==> config.mk <==
export PLATFORM = sky130hd
export DESIGN_NAME = tev_timer_events
export DESIGN_NICKNAME = d
export VERILOG_FILES = /design/src/rtl/tev_pkg.sv /design/src/rtl/tev_tap_rise.sv /design/src/rtl/tev_countdown.sv /design/src/rtl/tev_timer_events.sv
export SDC_FILE = /design/constraint.sdc
export NUM_CORES = 1
export LEC_CHECK = 0
export BUFFER_PORTS_ARGS = -buffer_cell sky130_fd_sc_hd__buf_2
export CORE_ASPECT_RATIO = 1.5
export CORE_MARGIN = 10
export CORE_UTILIZATION = 50
export DETAILED_ROUTE_END_ITERATION = 12
export PLACE_DENSITY = 0.77
export REMOVE_ABC_BUFFERS = 1
export SLEW_MARGIN = 25
export SYNTH_ARGS = -nofsm -noshare
export SYNTH_HDL_FRONTEND = slang
export SYNTH_HIERARCHICAL = 1
export SYNTH_SLANG_ARGS = --single-unit
export TNS_END_PERCENT = 5
==> constraint.sdc <==
create_clock -name mclk -period 2.7 [get_ports mclk]
set_input_delay 0.405 -clock mclk [delete_from_list [all_inputs] [get_ports mclk]]
set_output_delay 0.405 -clock mclk [all_outputs]
set_load 0.01 [all_outputs]
==> src/rtl/tev_pkg.sv <==
// package: timer-event register numbers, field layout, reset values and carriers
package tev_pkg;
   // special-purpose register numbers
   localparam logic [9:0] SPR_STATUS = 10'h3d8;
   localparam logic [9:0] SPR_CONTROL = 10'h3da;
   localparam logic [9:0] SPR_COUNTDOWN = 10'h3db;
   // printed bit 0 is the msb, so printed bit n sits at vector index 31-n
   localparam int CTL_TOP = 31;
   localparam int CTL_W = 10;
   localparam int STS_TOP = 31;
   localparam int STS_W = 6;
   localparam int STS_ARM_BIT = 31;
   localparam int STS_SEEN_BIT = 30;
   localparam int STS_WRS_HI = 29;
   localparam int STS_WRS_LO = 28;
   localparam int STS_INTERVAL_BIT = 27;
   localparam int STS_FIXED_BIT = 26;
   // reset values
   localparam logic [CTL_W-1:0] CTL_RESET = 10'h000;
   localparam logic [STS_W-1:0] STS_RESET = 6'h00;
   localparam logic [31:0] COUNT_RESET = 32'h0000_0000;
   localparam logic [31:0] ZERO_WORD = 32'h0000_0000;
   localparam logic [31:0] ONE_WORD = 32'h0000_0001;
   localparam logic [1:0] RESET_NONE = 2'h0;
   // time-base low word taps: watchdog 2^17..2^29, fixed interval 2^9..2^21
   localparam logic [4:0] WD_TAP0 = 5'h10;
   localparam logic [4:0] WD_TAP1 = 5'h14;
   localparam logic [4:0] WD_TAP2 = 5'h18;
   localparam logic [4:0] WD_TAP3 = 5'h1c;
   localparam logic [4:0] FIX_TAP0 = 5'h08;
   localparam logic [4:0] FIX_TAP1 = 5'h0c;
   localparam logic [4:0] FIX_TAP2 = 5'h10;
   localparam logic [4:0] FIX_TAP3 = 5'h14;

   typedef struct packed {
      logic [1:0] watchdog_period_sel;
      logic [1:0] watchdog_reset_kind;
      logic watchdog_irq_enable;
      logic interval_irq_enable;
      logic [1:0] fixed_period_sel;
      logic fixed_irq_enable;
      logic auto_reload_enable;
   } tev_ctrl_s;

   typedef struct packed {
      logic next_watchdog_armed;
      logic watchdog_irq_seen;
      logic [1:0] watchdog_reset_record;
      logic interval_irq_status;
      logic fixed_irq_status;
   } tev_status_s;

   typedef struct packed {
      logic rd;
      logic wr;
      logic priv;
      logic [9:0] num;
      logic [31:0] wdata;
   } tev_spr_req_s;

   // watchdog progress, gray along quiet -> armed -> seen
   typedef enum logic [1:0] {
      WD_QUIET = 2'b00,
      WD_ARMED = 2'b01,
      WD_SEEN = 2'b11
   } tev_wd_e;
endpackage

==> src/rtl/tev_tap_rise.sv <==
// module: rising-edge detector on a selectable bit of the time-base low word
`timescale 1ns/1ps
module tev_tap_rise #(
   parameter logic [4:0] TAP0 = 5'h00,
   parameter logic [4:0] TAP1 = 5'h00,
   parameter logic [4:0] TAP2 = 5'h00,
   parameter logic [4:0] TAP3 = 5'h00
) (
   input wire logic mclk, // core clock
   input wire logic rst_b, // async reset, active low
   input wire logic [31:0] word, // time-base low word
   input wire logic [1:0] sel, // tap selection code
   output logic rise // one-cycle pulse on 0->1 of the tap
);
   logic [4:0] idx;
   logic bit_now;
   logic bit_prev_reg;

   always_comb begin
      case (sel)
         2'd0: idx = TAP0;
         2'd1: idx = TAP1;
         2'd2: idx = TAP2;
         default: idx = TAP3;
      endcase
   end

   assign bit_now = word[idx];

   // changing sel may show one spurious edge; software sets periods before use
   always_ff @(posedge mclk or negedge rst_b) begin
      if (!rst_b) begin
         bit_prev_reg <= 1'b1; // a tap already high as reset lifts is no timeout
         rise <= 1'b0;
      end else begin
         bit_prev_reg <= bit_now;
         rise <= bit_now & ~bit_prev_reg;
      end
   end
endmodule

==> src/rtl/tev_countdown.sv <==
// module: 32-bit interval down-counter with hidden reload value
`timescale 1ns/1ps
module tev_countdown (
   input wire logic mclk, // core clock
   input wire logic rst_b, // async reset, active low
   input wire logic tick, // time-base rate enable
   input wire logic load, // software write strobe
   input wire logic [31:0] load_val, // written value
   input wire logic auto_reload, // reload instead of stopping
   output logic [31:0] count, // live counter value
   output logic evt // one-cycle pulse after 1 is decremented
);
   logic [31:0] reload_reg;
   logic [31:0] interval_countdown_reg;
   logic [31:0] interval_countdown_next;
   logic expire;

   assign expire = tick && !load && interval_countdown_reg == tev_pkg::ONE_WORD;

   always_comb begin
      interval_countdown_next = interval_countdown_reg;
      if (load) begin
         interval_countdown_next = load_val;
      end else if (expire) begin
         interval_countdown_next = auto_reload ? reload_reg : tev_pkg::ZERO_WORD;
      end else if (tick && interval_countdown_reg != tev_pkg::ZERO_WORD) begin
         interval_countdown_next = interval_countdown_reg - tev_pkg::ONE_WORD;
      end
   end

   always_ff @(posedge mclk or negedge rst_b) begin
      if (!rst_b) begin
         interval_countdown_reg <= tev_pkg::COUNT_RESET;
         reload_reg <= tev_pkg::COUNT_RESET;
      end else begin
         interval_countdown_reg <= interval_countdown_next;
         if (load) begin
            reload_reg <= load_val;
         end
      end
   end

   always_ff @(posedge mclk or negedge rst_b) begin
      if (!rst_b) begin
         evt <= 1'b0;
      end else begin
         evt <= expire;
      end
   end

   assign count = interval_countdown_reg;
endmodule

==> src/rtl/tev_timer_events.sv <==
// module: timer-event registers with countdown, control, status and watchdog steps
`timescale 1ns/1ps
module tev_timer_events (
   input wire logic mclk, // core clock, 100 MHz
   input wire logic rst_b, // async reset, active low
   input wire tev_pkg::tev_spr_req_s spr_req, // special-purpose register access
   input wire logic [31:0] timebase_low_word, // time-base low word
   input wire logic timebase_tick, // one-cycle pulse per time-base step
   output logic [31:0] spr_rdata, // read data, one cycle after rd
   output logic spr_rvalid, // pulse marking spr_rdata
   output logic spr_priv_fault, // pulse: unprivileged access to a timer register
   output logic irq_watchdog, // watchdog interrupt request, level
   output logic irq_interval, // interval countdown interrupt request, level
   output logic irq_fixed, // fixed-interval interrupt request, level
   output logic [1:0] wd_reset_req // one-cycle pulse with forced reset kind
);
   // ------------------------------------------------------------
   // register access decode
   // ------------------------------------------------------------
   tev_pkg::tev_ctrl_s timer_control_reg;
   tev_pkg::tev_ctrl_s ctrl_wr;
   tev_pkg::tev_status_s timer_status_reg;
   tev_pkg::tev_status_s sts_clr;
   tev_pkg::tev_wd_e wd_state;
   logic hit_sts;
   logic hit_ctl;
   logic hit_cnt;
   logic hit_any;
   logic wr_ok;
   logic wr_sts;
   logic wr_ctl;
   logic wr_cnt;
   logic [31:0] count;
   logic cnt_evt;
   logic fix_evt;
   logic wd_to;
   logic wd_force;

   assign hit_sts = spr_req.num == tev_pkg::SPR_STATUS;
   assign hit_ctl = spr_req.num == tev_pkg::SPR_CONTROL;
   assign hit_cnt = spr_req.num == tev_pkg::SPR_COUNTDOWN;
   assign hit_any = hit_sts | hit_ctl | hit_cnt;
   // unprivileged accesses change nothing and read back zero
   assign wr_ok = spr_req.wr & spr_req.priv;
   assign wr_sts = wr_ok & hit_sts;
   assign wr_ctl = wr_ok & hit_ctl;
   assign wr_cnt = wr_ok & hit_cnt;

   assign ctrl_wr = spr_req.wdata[tev_pkg::CTL_TOP -: tev_pkg::CTL_W];
   assign sts_clr = wr_sts ? spr_req.wdata[tev_pkg::STS_TOP -: tev_pkg::STS_W]
                           : tev_pkg::STS_RESET;

   // ------------------------------------------------------------
   // interval countdown and period taps
   // ------------------------------------------------------------
   tev_countdown u_countdown (
      .mclk(mclk),
      .rst_b(rst_b),
      .tick(timebase_tick),
      .load(wr_cnt),
      .load_val(spr_req.wdata),
      .auto_reload(timer_control_reg.auto_reload_enable),
      .count(count),
      .evt(cnt_evt)
   );

   tev_tap_rise #(
      .TAP0(tev_pkg::WD_TAP0),
      .TAP1(tev_pkg::WD_TAP1),
      .TAP2(tev_pkg::WD_TAP2),
      .TAP3(tev_pkg::WD_TAP3)
   ) u_wd_tap (
      .mclk(mclk),
      .rst_b(rst_b),
      .word(timebase_low_word),
      .sel(timer_control_reg.watchdog_period_sel),
      .rise(wd_to)
   );

   tev_tap_rise #(
      .TAP0(tev_pkg::FIX_TAP0),
      .TAP1(tev_pkg::FIX_TAP1),
      .TAP2(tev_pkg::FIX_TAP2),
      .TAP3(tev_pkg::FIX_TAP3)
   ) u_fix_tap (
      .mclk(mclk),
      .rst_b(rst_b),
      .word(timebase_low_word),
      .sel(timer_control_reg.fixed_period_sel),
      .rise(fix_evt)
   );

   // ------------------------------------------------------------
   // control register
   // ------------------------------------------------------------
   always_ff @(posedge mclk or negedge rst_b) begin
      if (!rst_b) begin
         timer_control_reg <= tev_pkg::CTL_RESET;
      end else if (wr_ctl) begin
         timer_control_reg.watchdog_period_sel <= ctrl_wr.watchdog_period_sel;
         // ored in so errant code cannot switch watchdog resets off
         timer_control_reg.watchdog_reset_kind <=
            timer_control_reg.watchdog_reset_kind | ctrl_wr.watchdog_reset_kind;
         timer_control_reg.watchdog_irq_enable <= ctrl_wr.watchdog_irq_enable;
         timer_control_reg.interval_irq_enable <= ctrl_wr.interval_irq_enable;
         timer_control_reg.fixed_period_sel <= ctrl_wr.fixed_period_sel;
         timer_control_reg.fixed_irq_enable <= ctrl_wr.fixed_irq_enable;
         timer_control_reg.auto_reload_enable <= ctrl_wr.auto_reload_enable;
      end
   end

   // ------------------------------------------------------------
   // watchdog steps
   // ------------------------------------------------------------
   always_comb begin
      case ({timer_status_reg.watchdog_irq_seen, timer_status_reg.next_watchdog_armed})
         2'b01: wd_state = tev_pkg::WD_ARMED;
         2'b11: wd_state = tev_pkg::WD_SEEN;
         // seen without armed is ignored until armed again
         default: wd_state = tev_pkg::WD_QUIET;
      endcase
   end

   always_comb begin
      case (wd_state)
         tev_pkg::WD_SEEN: wd_force = wd_to &&
            timer_control_reg.watchdog_reset_kind != tev_pkg::RESET_NONE;
         default: wd_force = 1'b0;
      endcase
   end

   always_ff @(posedge mclk or negedge rst_b) begin
      if (!rst_b) begin
         wd_reset_req <= tev_pkg::RESET_NONE;
      end else begin
         wd_reset_req <= wd_force ? timer_control_reg.watchdog_reset_kind
                                  : tev_pkg::RESET_NONE;
      end
   end

   // ------------------------------------------------------------
   // status register: set wins over a clear in the same cycle
   // ------------------------------------------------------------
   // one process owns the whole status word so no field has a second driver
   always_ff @(posedge mclk or negedge rst_b) begin
      if (!rst_b) begin
         timer_status_reg <= tev_pkg::STS_RESET;
      end else begin
         timer_status_reg.next_watchdog_armed <= wd_to |
            (timer_status_reg.next_watchdog_armed & ~sts_clr.next_watchdog_armed);
         timer_status_reg.watchdog_irq_seen <= (wd_to & wd_state != tev_pkg::WD_QUIET) |
            (timer_status_reg.watchdog_irq_seen & ~sts_clr.watchdog_irq_seen);
         if (wd_force) begin
            timer_status_reg.watchdog_reset_record <= timer_control_reg.watchdog_reset_kind;
         end else begin
            timer_status_reg.watchdog_reset_record <= timer_status_reg.watchdog_reset_record &
               ~sts_clr.watchdog_reset_record;
         end
         timer_status_reg.interval_irq_status <= cnt_evt |
            (timer_status_reg.interval_irq_status & ~sts_clr.interval_irq_status);
         timer_status_reg.fixed_irq_status <= fix_evt |
            (timer_status_reg.fixed_irq_status & ~sts_clr.fixed_irq_status);
      end
   end

   // ------------------------------------------------------------
   // interrupt requests; the core applies its own critical enable
   // ------------------------------------------------------------
   assign irq_watchdog = timer_status_reg.watchdog_irq_seen &
                         timer_status_reg.next_watchdog_armed &
                         timer_control_reg.watchdog_irq_enable;
   assign irq_interval = timer_status_reg.interval_irq_status &
                         timer_control_reg.interval_irq_enable;
   assign irq_fixed = timer_status_reg.fixed_irq_status &
                      timer_control_reg.fixed_irq_enable;

   // ------------------------------------------------------------
   // read path
   // ------------------------------------------------------------
   always_ff @(posedge mclk or negedge rst_b) begin
      if (!rst_b) begin
         spr_rdata <= tev_pkg::ZERO_WORD;
         spr_rvalid <= 1'b0;
         spr_priv_fault <= 1'b0;
      end else begin
         spr_rvalid <= spr_req.rd;
         spr_priv_fault <= (spr_req.rd | spr_req.wr) & ~spr_req.priv & hit_any;
         spr_rdata <= tev_pkg::ZERO_WORD;
         if (spr_req.rd && spr_req.priv) begin
            if (hit_cnt) begin
               spr_rdata <= count;
            end else if (hit_ctl) begin
               spr_rdata[tev_pkg::CTL_TOP -: tev_pkg::CTL_W] <= timer_control_reg;
            end else if (hit_sts) begin
               spr_rdata[tev_pkg::STS_TOP -: tev_pkg::STS_W] <= timer_status_reg;
            end
         end
      end
   end
endmodule

# After elaboration in Yosys (flattened, before gate mapping)
# Index checks and enable logic that the tools add are counted.
[word_totals] register_bits=121 input_bits=80 out_inout_bits=39 wordCells=104
[classes] addsub=1 magnitude_cmp=2 eq_ne=11 mux=21 bitwise=34 reduce_logical=12
[ops] cell="32-bit 2-to-1 mux" count=5
[ops] cell="32-bit by 1-bit equality test with 1-bit output (second input constant)" count=1
[ops] cell="32-bit nonzero test" count=1
[ops] cell="32-bit by 1-bit subtractor with 32-bit output (second input constant)" count=1
[ops] cell="10-bit equality test (second input constant)" count=3
[ops] cell="22-bit 2-to-1 mux" count=1
[ops] cell="6-bit 2-to-1 mux" count=3
[ops] cell="1-bit AND" count=17
[ops] cell="5-bit one-hot mux with 3 select lines" count=1
[ops] cell="5-bit by 6-bit < comparator with 1-bit output (second input constant)" count=2
[ops] cell="4-bit one-hot mux with 3 select lines" count=1
[ops] cell="1-bit binary-select mux with 5-bit select" count=2
[ops] cell="10-bit 2-to-1 mux" count=1
[ops] cell="2-bit equality test (second input constant)" count=4
[ops] cell="1-bit NOT" count=7
[ops] cell="1-bit OR" count=7
[ops] cell="2-bit by 1-bit equality test with 1-bit output (second input constant)" count=3
[ops] cell="1-bit logical AND" count=5
[ops] cell="2-bit zero test" count=2
[ops] cell="2-bit 2-to-1 mux" count=2
[ops] cell="4-bit 2-to-1 mux" count=1
[ops] cell="2-bit one-hot mux with 2 select lines" count=1
[ops] cell="2-bit nonzero test" count=2
[ops] cell="1-bit 2-to-1 mux" count=3
[ops] cell="other kinds (5)" count=5

# Depth between registers and ports, before layout
# Gate-level depths: netlist (run 1).
[depth] ltp_word=7 ltp_mapped=10 mapped_depth_nobuf=8

# Hierarchy
# The synthesis (run 1) kept the hierarchy.
[modules_own_cells] mod="tev_countdown" n_inst=1 cells_per_inst=389 area_each_um2=3683.5 seq_area_each_um2=1626.6
[modules_own_cells] mod="tev_timer_events" n_inst=1 cells_per_inst=163 area_each_um2=2053.2 seq_area_each_um2=1301.2
[modules_own_cells] mod="tev_tap_rise" n_inst=2 cells_per_inst=4 area_each_um2=87.6 seq_area_each_um2=51.3

# Worst setup path after synthesis (run 1)
# Ideal clock, no wire load.
[synth_path] kind="register to register" start="register u_countdown.interval_countdown_reg[0] (netlist: u_countdown/count[0])" end="register u_countdown.interval_countdown_reg[16] (netlist: u_countdown/count[16])" arrival_time_ns=2.413 slack_ns=0.167 stages_incl_launch_ff=10 synth_period_minus_slack_ns=2.533 path_cell_list="dfrtp_1 inv_1 ha_1 nor3b_1 nand4_1 o31a_1 or3_1 buf_2 buf_6 o211a_1"
[synth_via] elab_chain_len=4
[synth_lines] element="from (decl)" line_no="tev_countdown.sv:14" rtl="logic [31:0] interval_countdown_reg;"
[synth_lines] element="from (signal assigned)" line_no="tev_countdown.sv:33" rtl="interval_countdown_reg <= tev_pkg::COUNT_RESET;"
[synth_lines] element="from (signal assigned)" line_no="tev_countdown.sv:36" rtl="interval_countdown_reg <= interval_countdown_next;"
[synth_lines] element="32-bit by 1-bit subtractor with 32-bit output or 32-bit by 1-bit equality test with 1-bit output (tied branches)" line_no="tev_countdown.sv:27, tev_countdown.sv:18"
[synth_lines] element="32-bit 2-to-1 mux or 1-bit logical AND (tied branches)" line_no="tev_countdown.sv:26, tev_countdown.sv:18"
[synth_lines] element="32-bit 2-to-1 mux" line_no="tev_countdown.sv:24" rtl="end else if (expire) begin"
[synth_lines] element="32-bit 2-to-1 mux" line_no="tev_countdown.sv:22" rtl="if (load) begin"
# Several ways; a longest one is shown, not always the timed one. The select of a mux whose other input is x is not followed.
# A chain may end at the register's enable or synchronous reset.

# Final worst setup path (run 1)
[layout_path] start="register u_countdown.interval_countdown_reg[1] (netlist: u_countdown/count[1])" end="register u_countdown.interval_countdown_reg[13] (netlist: u_countdown/count[13])"
# The elaborated chain is that of the path after synthesis.

==> qor.yml, run 1 <==
status: "finished, final reports clean"
grt_start_max_net_pins: 44
setup_tns_ps: 0
fin_crit_sh_pct: 95.8
vias: 5295
crit_slowest_cell: "or2_2"
finalInstanceArea_um2: 7380
synth_seq_cells: 121
cp_slowest_stage_delay_ps: 430
hp-class: "in -> reg"
drive_gt1_share_pct: 32.1
insertion_delay_ps: 420
r2r_start: "u_countdown/count[1]$_DFFE_PN0P_"
slew_headroom_pct: 45.8
leakage_nw: 3.60
antenna_cells: 0
synth_common_cells: "dfrtp_1 (119), and2_1 (35), nor2_1 (35)"
viasPerCell: 6.24
overflow: 0
htree_num_levels: 4
post-place-ws_ps: 10.4
grtUsageTotal_pct: 21.0
die_x_um: 109
first_iter_violations: 398
synthFlopType: "dfrtp_1"
powerDensity_nw_per_um2: 641
place_hpwl_mm: 12.2
ioPinCount: 119
synth_largest_area_cell: "dfrtp_1"
rsz0062_at_grt: "no"
cts_root_buf: "clkbuf_16"
finalSetupViolations: 0
report.power.total_mw: 4.73
clkSlewWorstSetupHoldPaths_ps: 60
core-area_um2: 11500
yosysMostFrequentCell: "dfrtp_1"
worst_pin_slew_ps: 807
synth.area.top_cells: "dfrtp_1 (50%), mux2_2 (5.0%), and2_1 (3.7%)"
worst_setup_path_end_kind: "register"
final_antenna_net_count: 0
cts_made_buffers: 17
die_y_um: 153
synth.avg_cell_area_um2: 10.6
crit_start: "u_countdown/count[1]$_DFFE_PN0P_"
yosysSeqAreaShare_pct: 51.3
place.gp.congestion: 0.933
cp_num_buf_inv: 1
final_nets: 767
grt_pass1_wl_mm: 28.1
firstDrtPassIters: 7
cts_buffer_depth: 2
path_delay_family: "simple AND/OR/NAND/NOR gates"
layout_min_cycle_time_ps: 2590
drc_errors: 0
synth.top_cell.area_share_pct: 50.4
area_growth_pct: 24.8
synth_cell_types: 62
wire_per_inst_um: 20.2
cap_violations: 0
ys_warn_count: 6
worst_slack_ps: 114
initial_core_util_pct: 51.3
crit_chain: "inv_1, ha_1, nor4bb_2, nand3_1, nor4_2, or2_2, o21ai_0, o21a_1"
rows: 48
irDropWorstVdd_mv: 0.474
required_ps: 3000
die_area_um2: 16700
drv_slew: 0
cp_max_fo: 13
synthCells: 560
port_buffers: 92
holdWs_ps: 145
fmax_ghz: 0.387
async_reset_ff_share_pct: 100
finalHoldViolCount: 0
fin_skew_ps: 7.30
cts_tree: "built"
routed_wl_mm: 17.2
grt_pass1_vias: 5748
syn_area_um2: 5910
worstSetupPathType: "reg -> reg"
grt_antenna_before_repair: 0
worstHoldStart: "spr_req[44]"
synth-edff-count: 0
clock_sinks: 121
startpoint_type: "register"
placed_area_um2: 6780
crit_arrival_ps: 2890
post_cts_buffers: 0
[per-layer routing]
layer	GRT usage, %	vias up	wire (µm)
met4	12.4	0	788
met2	36.3	280	9180
met3	6.06	80	1290
met1	21.8	2591	5920
met5	0	-	0
li1	-	2344	-
[layout make-up]
type,count,area [µm²]
fill,932,4160
clock buffer,17,425
tap,150,188
sequential,121,3030
multi-input combinational,383,2700
inverter,28,105
clock inverter,15,130
timing repair buffer,134,793
[cell usage in the layout, fill, tap and decap left out, types with 5 or more instances in the layout]
cell type	netlist	routed
a21o_1	12	12
a21oi_1	19	19
a221oi_1	13	13
a22o_1	6	6
a22oi_1	13	13
a2bb2oi_1	13	13
a31oi_1	10	10
and2_1	35	35
buf_2	6	91
buf_4	0	41
clkbuf_16	0	17
clkinvlp_4	0	6
dfrtp_1	119	119
inv_1	28	28
mux2_2	26	26
nand2_1	33	33
nand3_1	19	19
nand4_1	17	17
nor2_1	35	35
nor3_1	18	17
nor4_1	7	5
nor4_2	5	6
o21ai_0	21	21
o31ai_1	5	5
or3_1	8	8
[metrics by stage]
stage	utilization [%]	instances
after floorplan	-	532
after global placement	58.8	815
after detailed placement	58.8	815
after CTS	63.7	848
after global routing	64.0	848
final	64.0	848
[repair_timing]
item                                    CTS  global route
gates resized for setup                   0             5
endpoints found under the hold margin    23             0
hold buffers                              1             0
endpoints found under the setup margin    0            18
[worst paths after layout]
path	cells after the start	end	slack, ps
setup / recovery	8	u_countdown/count[13]$_DFFE_PN0P_	110
hold / removal	1	spr_rvalid$_DFF_PN0_	150
setup reg to reg	8	u_countdown/count[13]$_DFFE_PN0P_	110
hold reg to reg	1	timer_status_reg[0]$_DFF_PN0_	440
max in group asynchronous	3	u_countdown/count[25]$_DFFE_PN0P_	1560
min in group asynchronous	2	u_countdown/reload_reg[9]$_DFFE_PN0P_	440
[worst reg2reg max path, delay by kind of cell (launching register included)]
kind            cells  cell delay (ps)
simple gates        4             1290
fa+ha+maj           1              250
compound gates      2              330
flops               1              420
buf+inv             1              180
[report_power, final]
| group | switching (mW) | internal (mW) |
|---|---|---|
| registers | 0.150 | 1.91 |
| clock network | 0.834 | 1.26 |
| logic | 0.339 | 0.239 |
[logic make-up after synthesis]
logic type / after synthesis / synth area share, %
AND/OR/NAND/NOR: 206 / 20.8
AO/OA/AOI/OAI: 143 / 17.3
flip-flops: 121 / 51.3
buffers and inverters: 56 / 3.81
multiplexers: 32 / 6.39
adder cells (fa/ha/maj): 2 / 0.423
Note: power is estimated with default switching activity, not from simulation.
==> run 2: changes to the inputs <==
--- a/config.mk
+++ b/config.mk
@@ -15,6 +15,5 @@
 export SLEW_MARGIN = 25
 export SYNTH_ARGS = -nofsm -noshare
 export SYNTH_HDL_FRONTEND = slang
-export SYNTH_HIERARCHICAL = 1
 export SYNTH_SLANG_ARGS = --single-unit
 export TNS_END_PERCENT = 5
==> qor.yml, run 2 <==
status: "finished with violations"
violations: "negative hold slack"
wl_met2_mm: 9.94  # +8.3%
ioPinCount: 119  # unchanged
reg2reg_depth: 7  # -1
leakage_nw: 3.74  # +3.8%
setup_tns_ps: 0  # unchanged
synthFlopType: "dfrtp_1"
startpoint_type: "register"
yosysSeqAreaShare_pct: 52.0  # +0.71 points
port_buffers: 92  # unchanged
rows: 48  # unchanged
first_iter_violations: 416  # +4.5%
finalSetupViolations: 0  # unchanged
irDropWorstVdd_mv: 0.525  # +11%
cts_root_buf: "clkbuf_16"
required_ps: 2990  # about the same
htree_num_levels: 4  # unchanged
clkSlewWorstSetupHoldPaths_ps: 50  # about the same
insertion_delay_ps: 420  # about the same
grt_pass1_vias: 5942  # +3.4%
worst_setup_path_end_kind: "register"
core-area_um2: 11500  # -0.52%
final_antenna_net_count: 0  # unchanged
drc_errors: 0  # unchanged
synth-edff-count: 0  # unchanged
crit_arrival_ps: 2960  # +70 ps
synth.top_cell.area_share_pct: 51.1  # +0.70 points
synthCells: 621  # +11%
hp-class: "in -> async"
fin_crit_sh_pct: 99.0  # +3.2 points
initial_core_util_pct: 50.8  # -0.44 points
slew_headroom_pct: 61.3  # +16 points
area_growth_pct: 28.9
endpoint: "u_countdown.count[5]$_DFFE_PN0P_"
ys_warn_count: 0  # -6
wl_met3_mm: 1.34  # +4.0%
synth.area.top_cells: "dfrtp_1 (51%), nand2_1 (8.2%), o21ai_0 (3.7%)"
synth.avg_cell_area_um2: 9.39  # -11%
stdcell_count: 926  # +9.2%
vias: 5497  # +3.8%
crit_start: "u_countdown.count[12]$_DFFE_PN0P_"
rsz0062_at_grt: "yes"
grt_antenna_before_repair: 1  # +1
wl_met1_mm: 6.88  # +16%
post-place-ws_ps: -7.28  # -17.7 ps
fin_skew_ps: 10.8  # +3.49 ps
die_x_um: 108  # -0.57%
drive_gt1_share_pct: 26.9  # -5.2 points
synth_seq_cells: 121  # unchanged
layout_min_cycle_time_ps: 2670  # +86.3 ps
synth_cell_types: 60  # -3.2%
final_common_cell: "nand2_1"
clock_sinks: 121  # unchanged
r2r_start: "u_countdown.count[12]$_DFFE_PN0P_"
synth_common_cells: "nand2_1 (128), dfrtp_1 (119), nor2_1 (49)"
viasPerCell: 5.94  # -4.9%
powerDensity_nw_per_um2: 685  # +6.8%
cts_buffer_depth: 2  # unchanged
syn_area_um2: 5830  # -1.4%
dp.cells: 894  # +9.7%
wire_per_inst_um: 20.3  # about the same
antenna_cells: 0  # unchanged
cts_hold_buffers: 0  # -1
firstDrtPassIters: 5  # -2
synth_largest_area_cell: "dfrtp_1"
finalHoldViolCount: 9  # +9
cts_made_buffers: 17  # unchanged
highest_layer: "met4"
cts_tree: "built"
die_area_um2: 16500  # -1.2%
drv_slew: 0  # unchanged
post_cts_buffers: 0  # unchanged
worst_pin_slew_ps: 580  # -227 ps
rrSetupSlack_ps: 30  # -90 ps
place.gp.congestion: 0.941  # +0.93%
worst_slack_ps: 27.9  # -86.3 ps
report.power.total_mw: 5.15  # +8.9%
holdWs_ps: -7.43  # -153 ps
yosysMostFrequentCell: "nand2_1"
grt_start_max_net_pins: 53  # +20%
die_y_um: 152  # -0.60%
final_nets: 845  # +10%
routed_wl_mm: 18.8  # +9.2%
grt_pass1_wl_mm: 30.5  # +8.3%
final_cell_mix: "nand2_1 (128), dfrtp_1 (119), buf_2 (91)"
place_hpwl_mm: 13.6  # +11%
n_fill_cell: 916  # -1.7%
fmax_ghz: 0.374  # -3.2%
worstSetupPathType: "reg -> reg"
r2r-end: "u_countdown.count[5]$_DFFE_PN0P_"
cp_max_fo: 33  # +20
async_reset_ff_share_pct: 100  # unchanged
cap_violations: 0  # unchanged
overflow: 0  # unchanged
grtUsageTotal_pct: 23.3  # +2.3 points
-- run 2: final cells by class --
class / count / area (µm²) / share of cell area, %
sequential: 121 / 3030 / 40.3
multi-input combinational: 456 / 2650 / 35.2
timing repair buffer: 155 / 965 / 12.8
clock buffer: 21 / 450 / 5.99
clock inverter: 11 / 195 / 2.60
tap: 150 / 188 / 2.50
inverter: 12 / 45.0 / 0.599
-- run 2: kinds of logic (layout without fill, tap and decap cells) --
group                      Yosys count  in the layout  synth area share [%]
and+or+nand+nor                    300            300                  25.2
AOI/OAI and AO/OA                  140            140                  16.5
DFF                                121            121                  52.0
buffers and inverters               44            199                  3.03
muxes                               14             14                  2.88
adders and majority gates            2              2                 0.429
-- run 2: how the worst min path moves through the flow --
stage,start,to,slack [ps],cells past startpoint
after floorplan,rst_b,spr_priv_fault$_DFF_PN0_,110,0
after global placement,u_fix_tap.rise$_DFF_PN0_,timer_status_reg[0]$_DFF_PN0_,430,1
after detailed placement,rst_b,wd_reset_req[0]$_DFF_PN0_,440,1
after CTS,rst_b,u_countdown.count[25]$_DFFE_PN0P_,7,1
after global routing,rst_b,wd_reset_req[1]$_DFF_PN0_,30,1
final,rst_b,wd_reset_req[1]$_DFF_PN0_,-7,1
-- run 2: repair_timing --
item                                    4_1_cts  5_1_grt
gates resized for setup                       1        6
endpoints found under the setup margin        5       10
pin swaps                                     0        2
-- run 2: critical path, cell delays in order, from the launching register on --
cell and delay, ps:
dfrtp_1 390, or4_1 560, or4_4 610, o41ai_4 280, buf_12 240, nor4_1 80
a211oi_1 270, o2bb2ai_1 120
-- run 2: per-layer routing --
metal / vias up / global-route usage (%)
met5: - / 0
met4: 0 / 11.7
met3: 49 / 5.25
met2: 243 / 40.9
met1: 2687 / 25.2
li1: 2518 / -
-- run 2: metrics by stage --
step                      area (µm²)  utilization, %  hold slack (ps)
after CTS                       7500            65.4             6.99
after global placement          6850            59.7              429
final                           7520            65.5            -7.43
after global routing            7520            65.5             31.2
after floorplan                 5700               -              109
after detailed placement        6850            59.7              435
-- run 2: power breakdown --
| part | switching [mW] | internal, mW | total (mW) |
|---|---|---|---|
| Combinational | 0.392 | 0.263 | 0.655 |
| Sequential | 0.109 | 1.91 | 2.02 |
| Clock | 0.816 | 1.66 | 2.48 |
| Total | 1.32 | 3.83 | 5.15 |
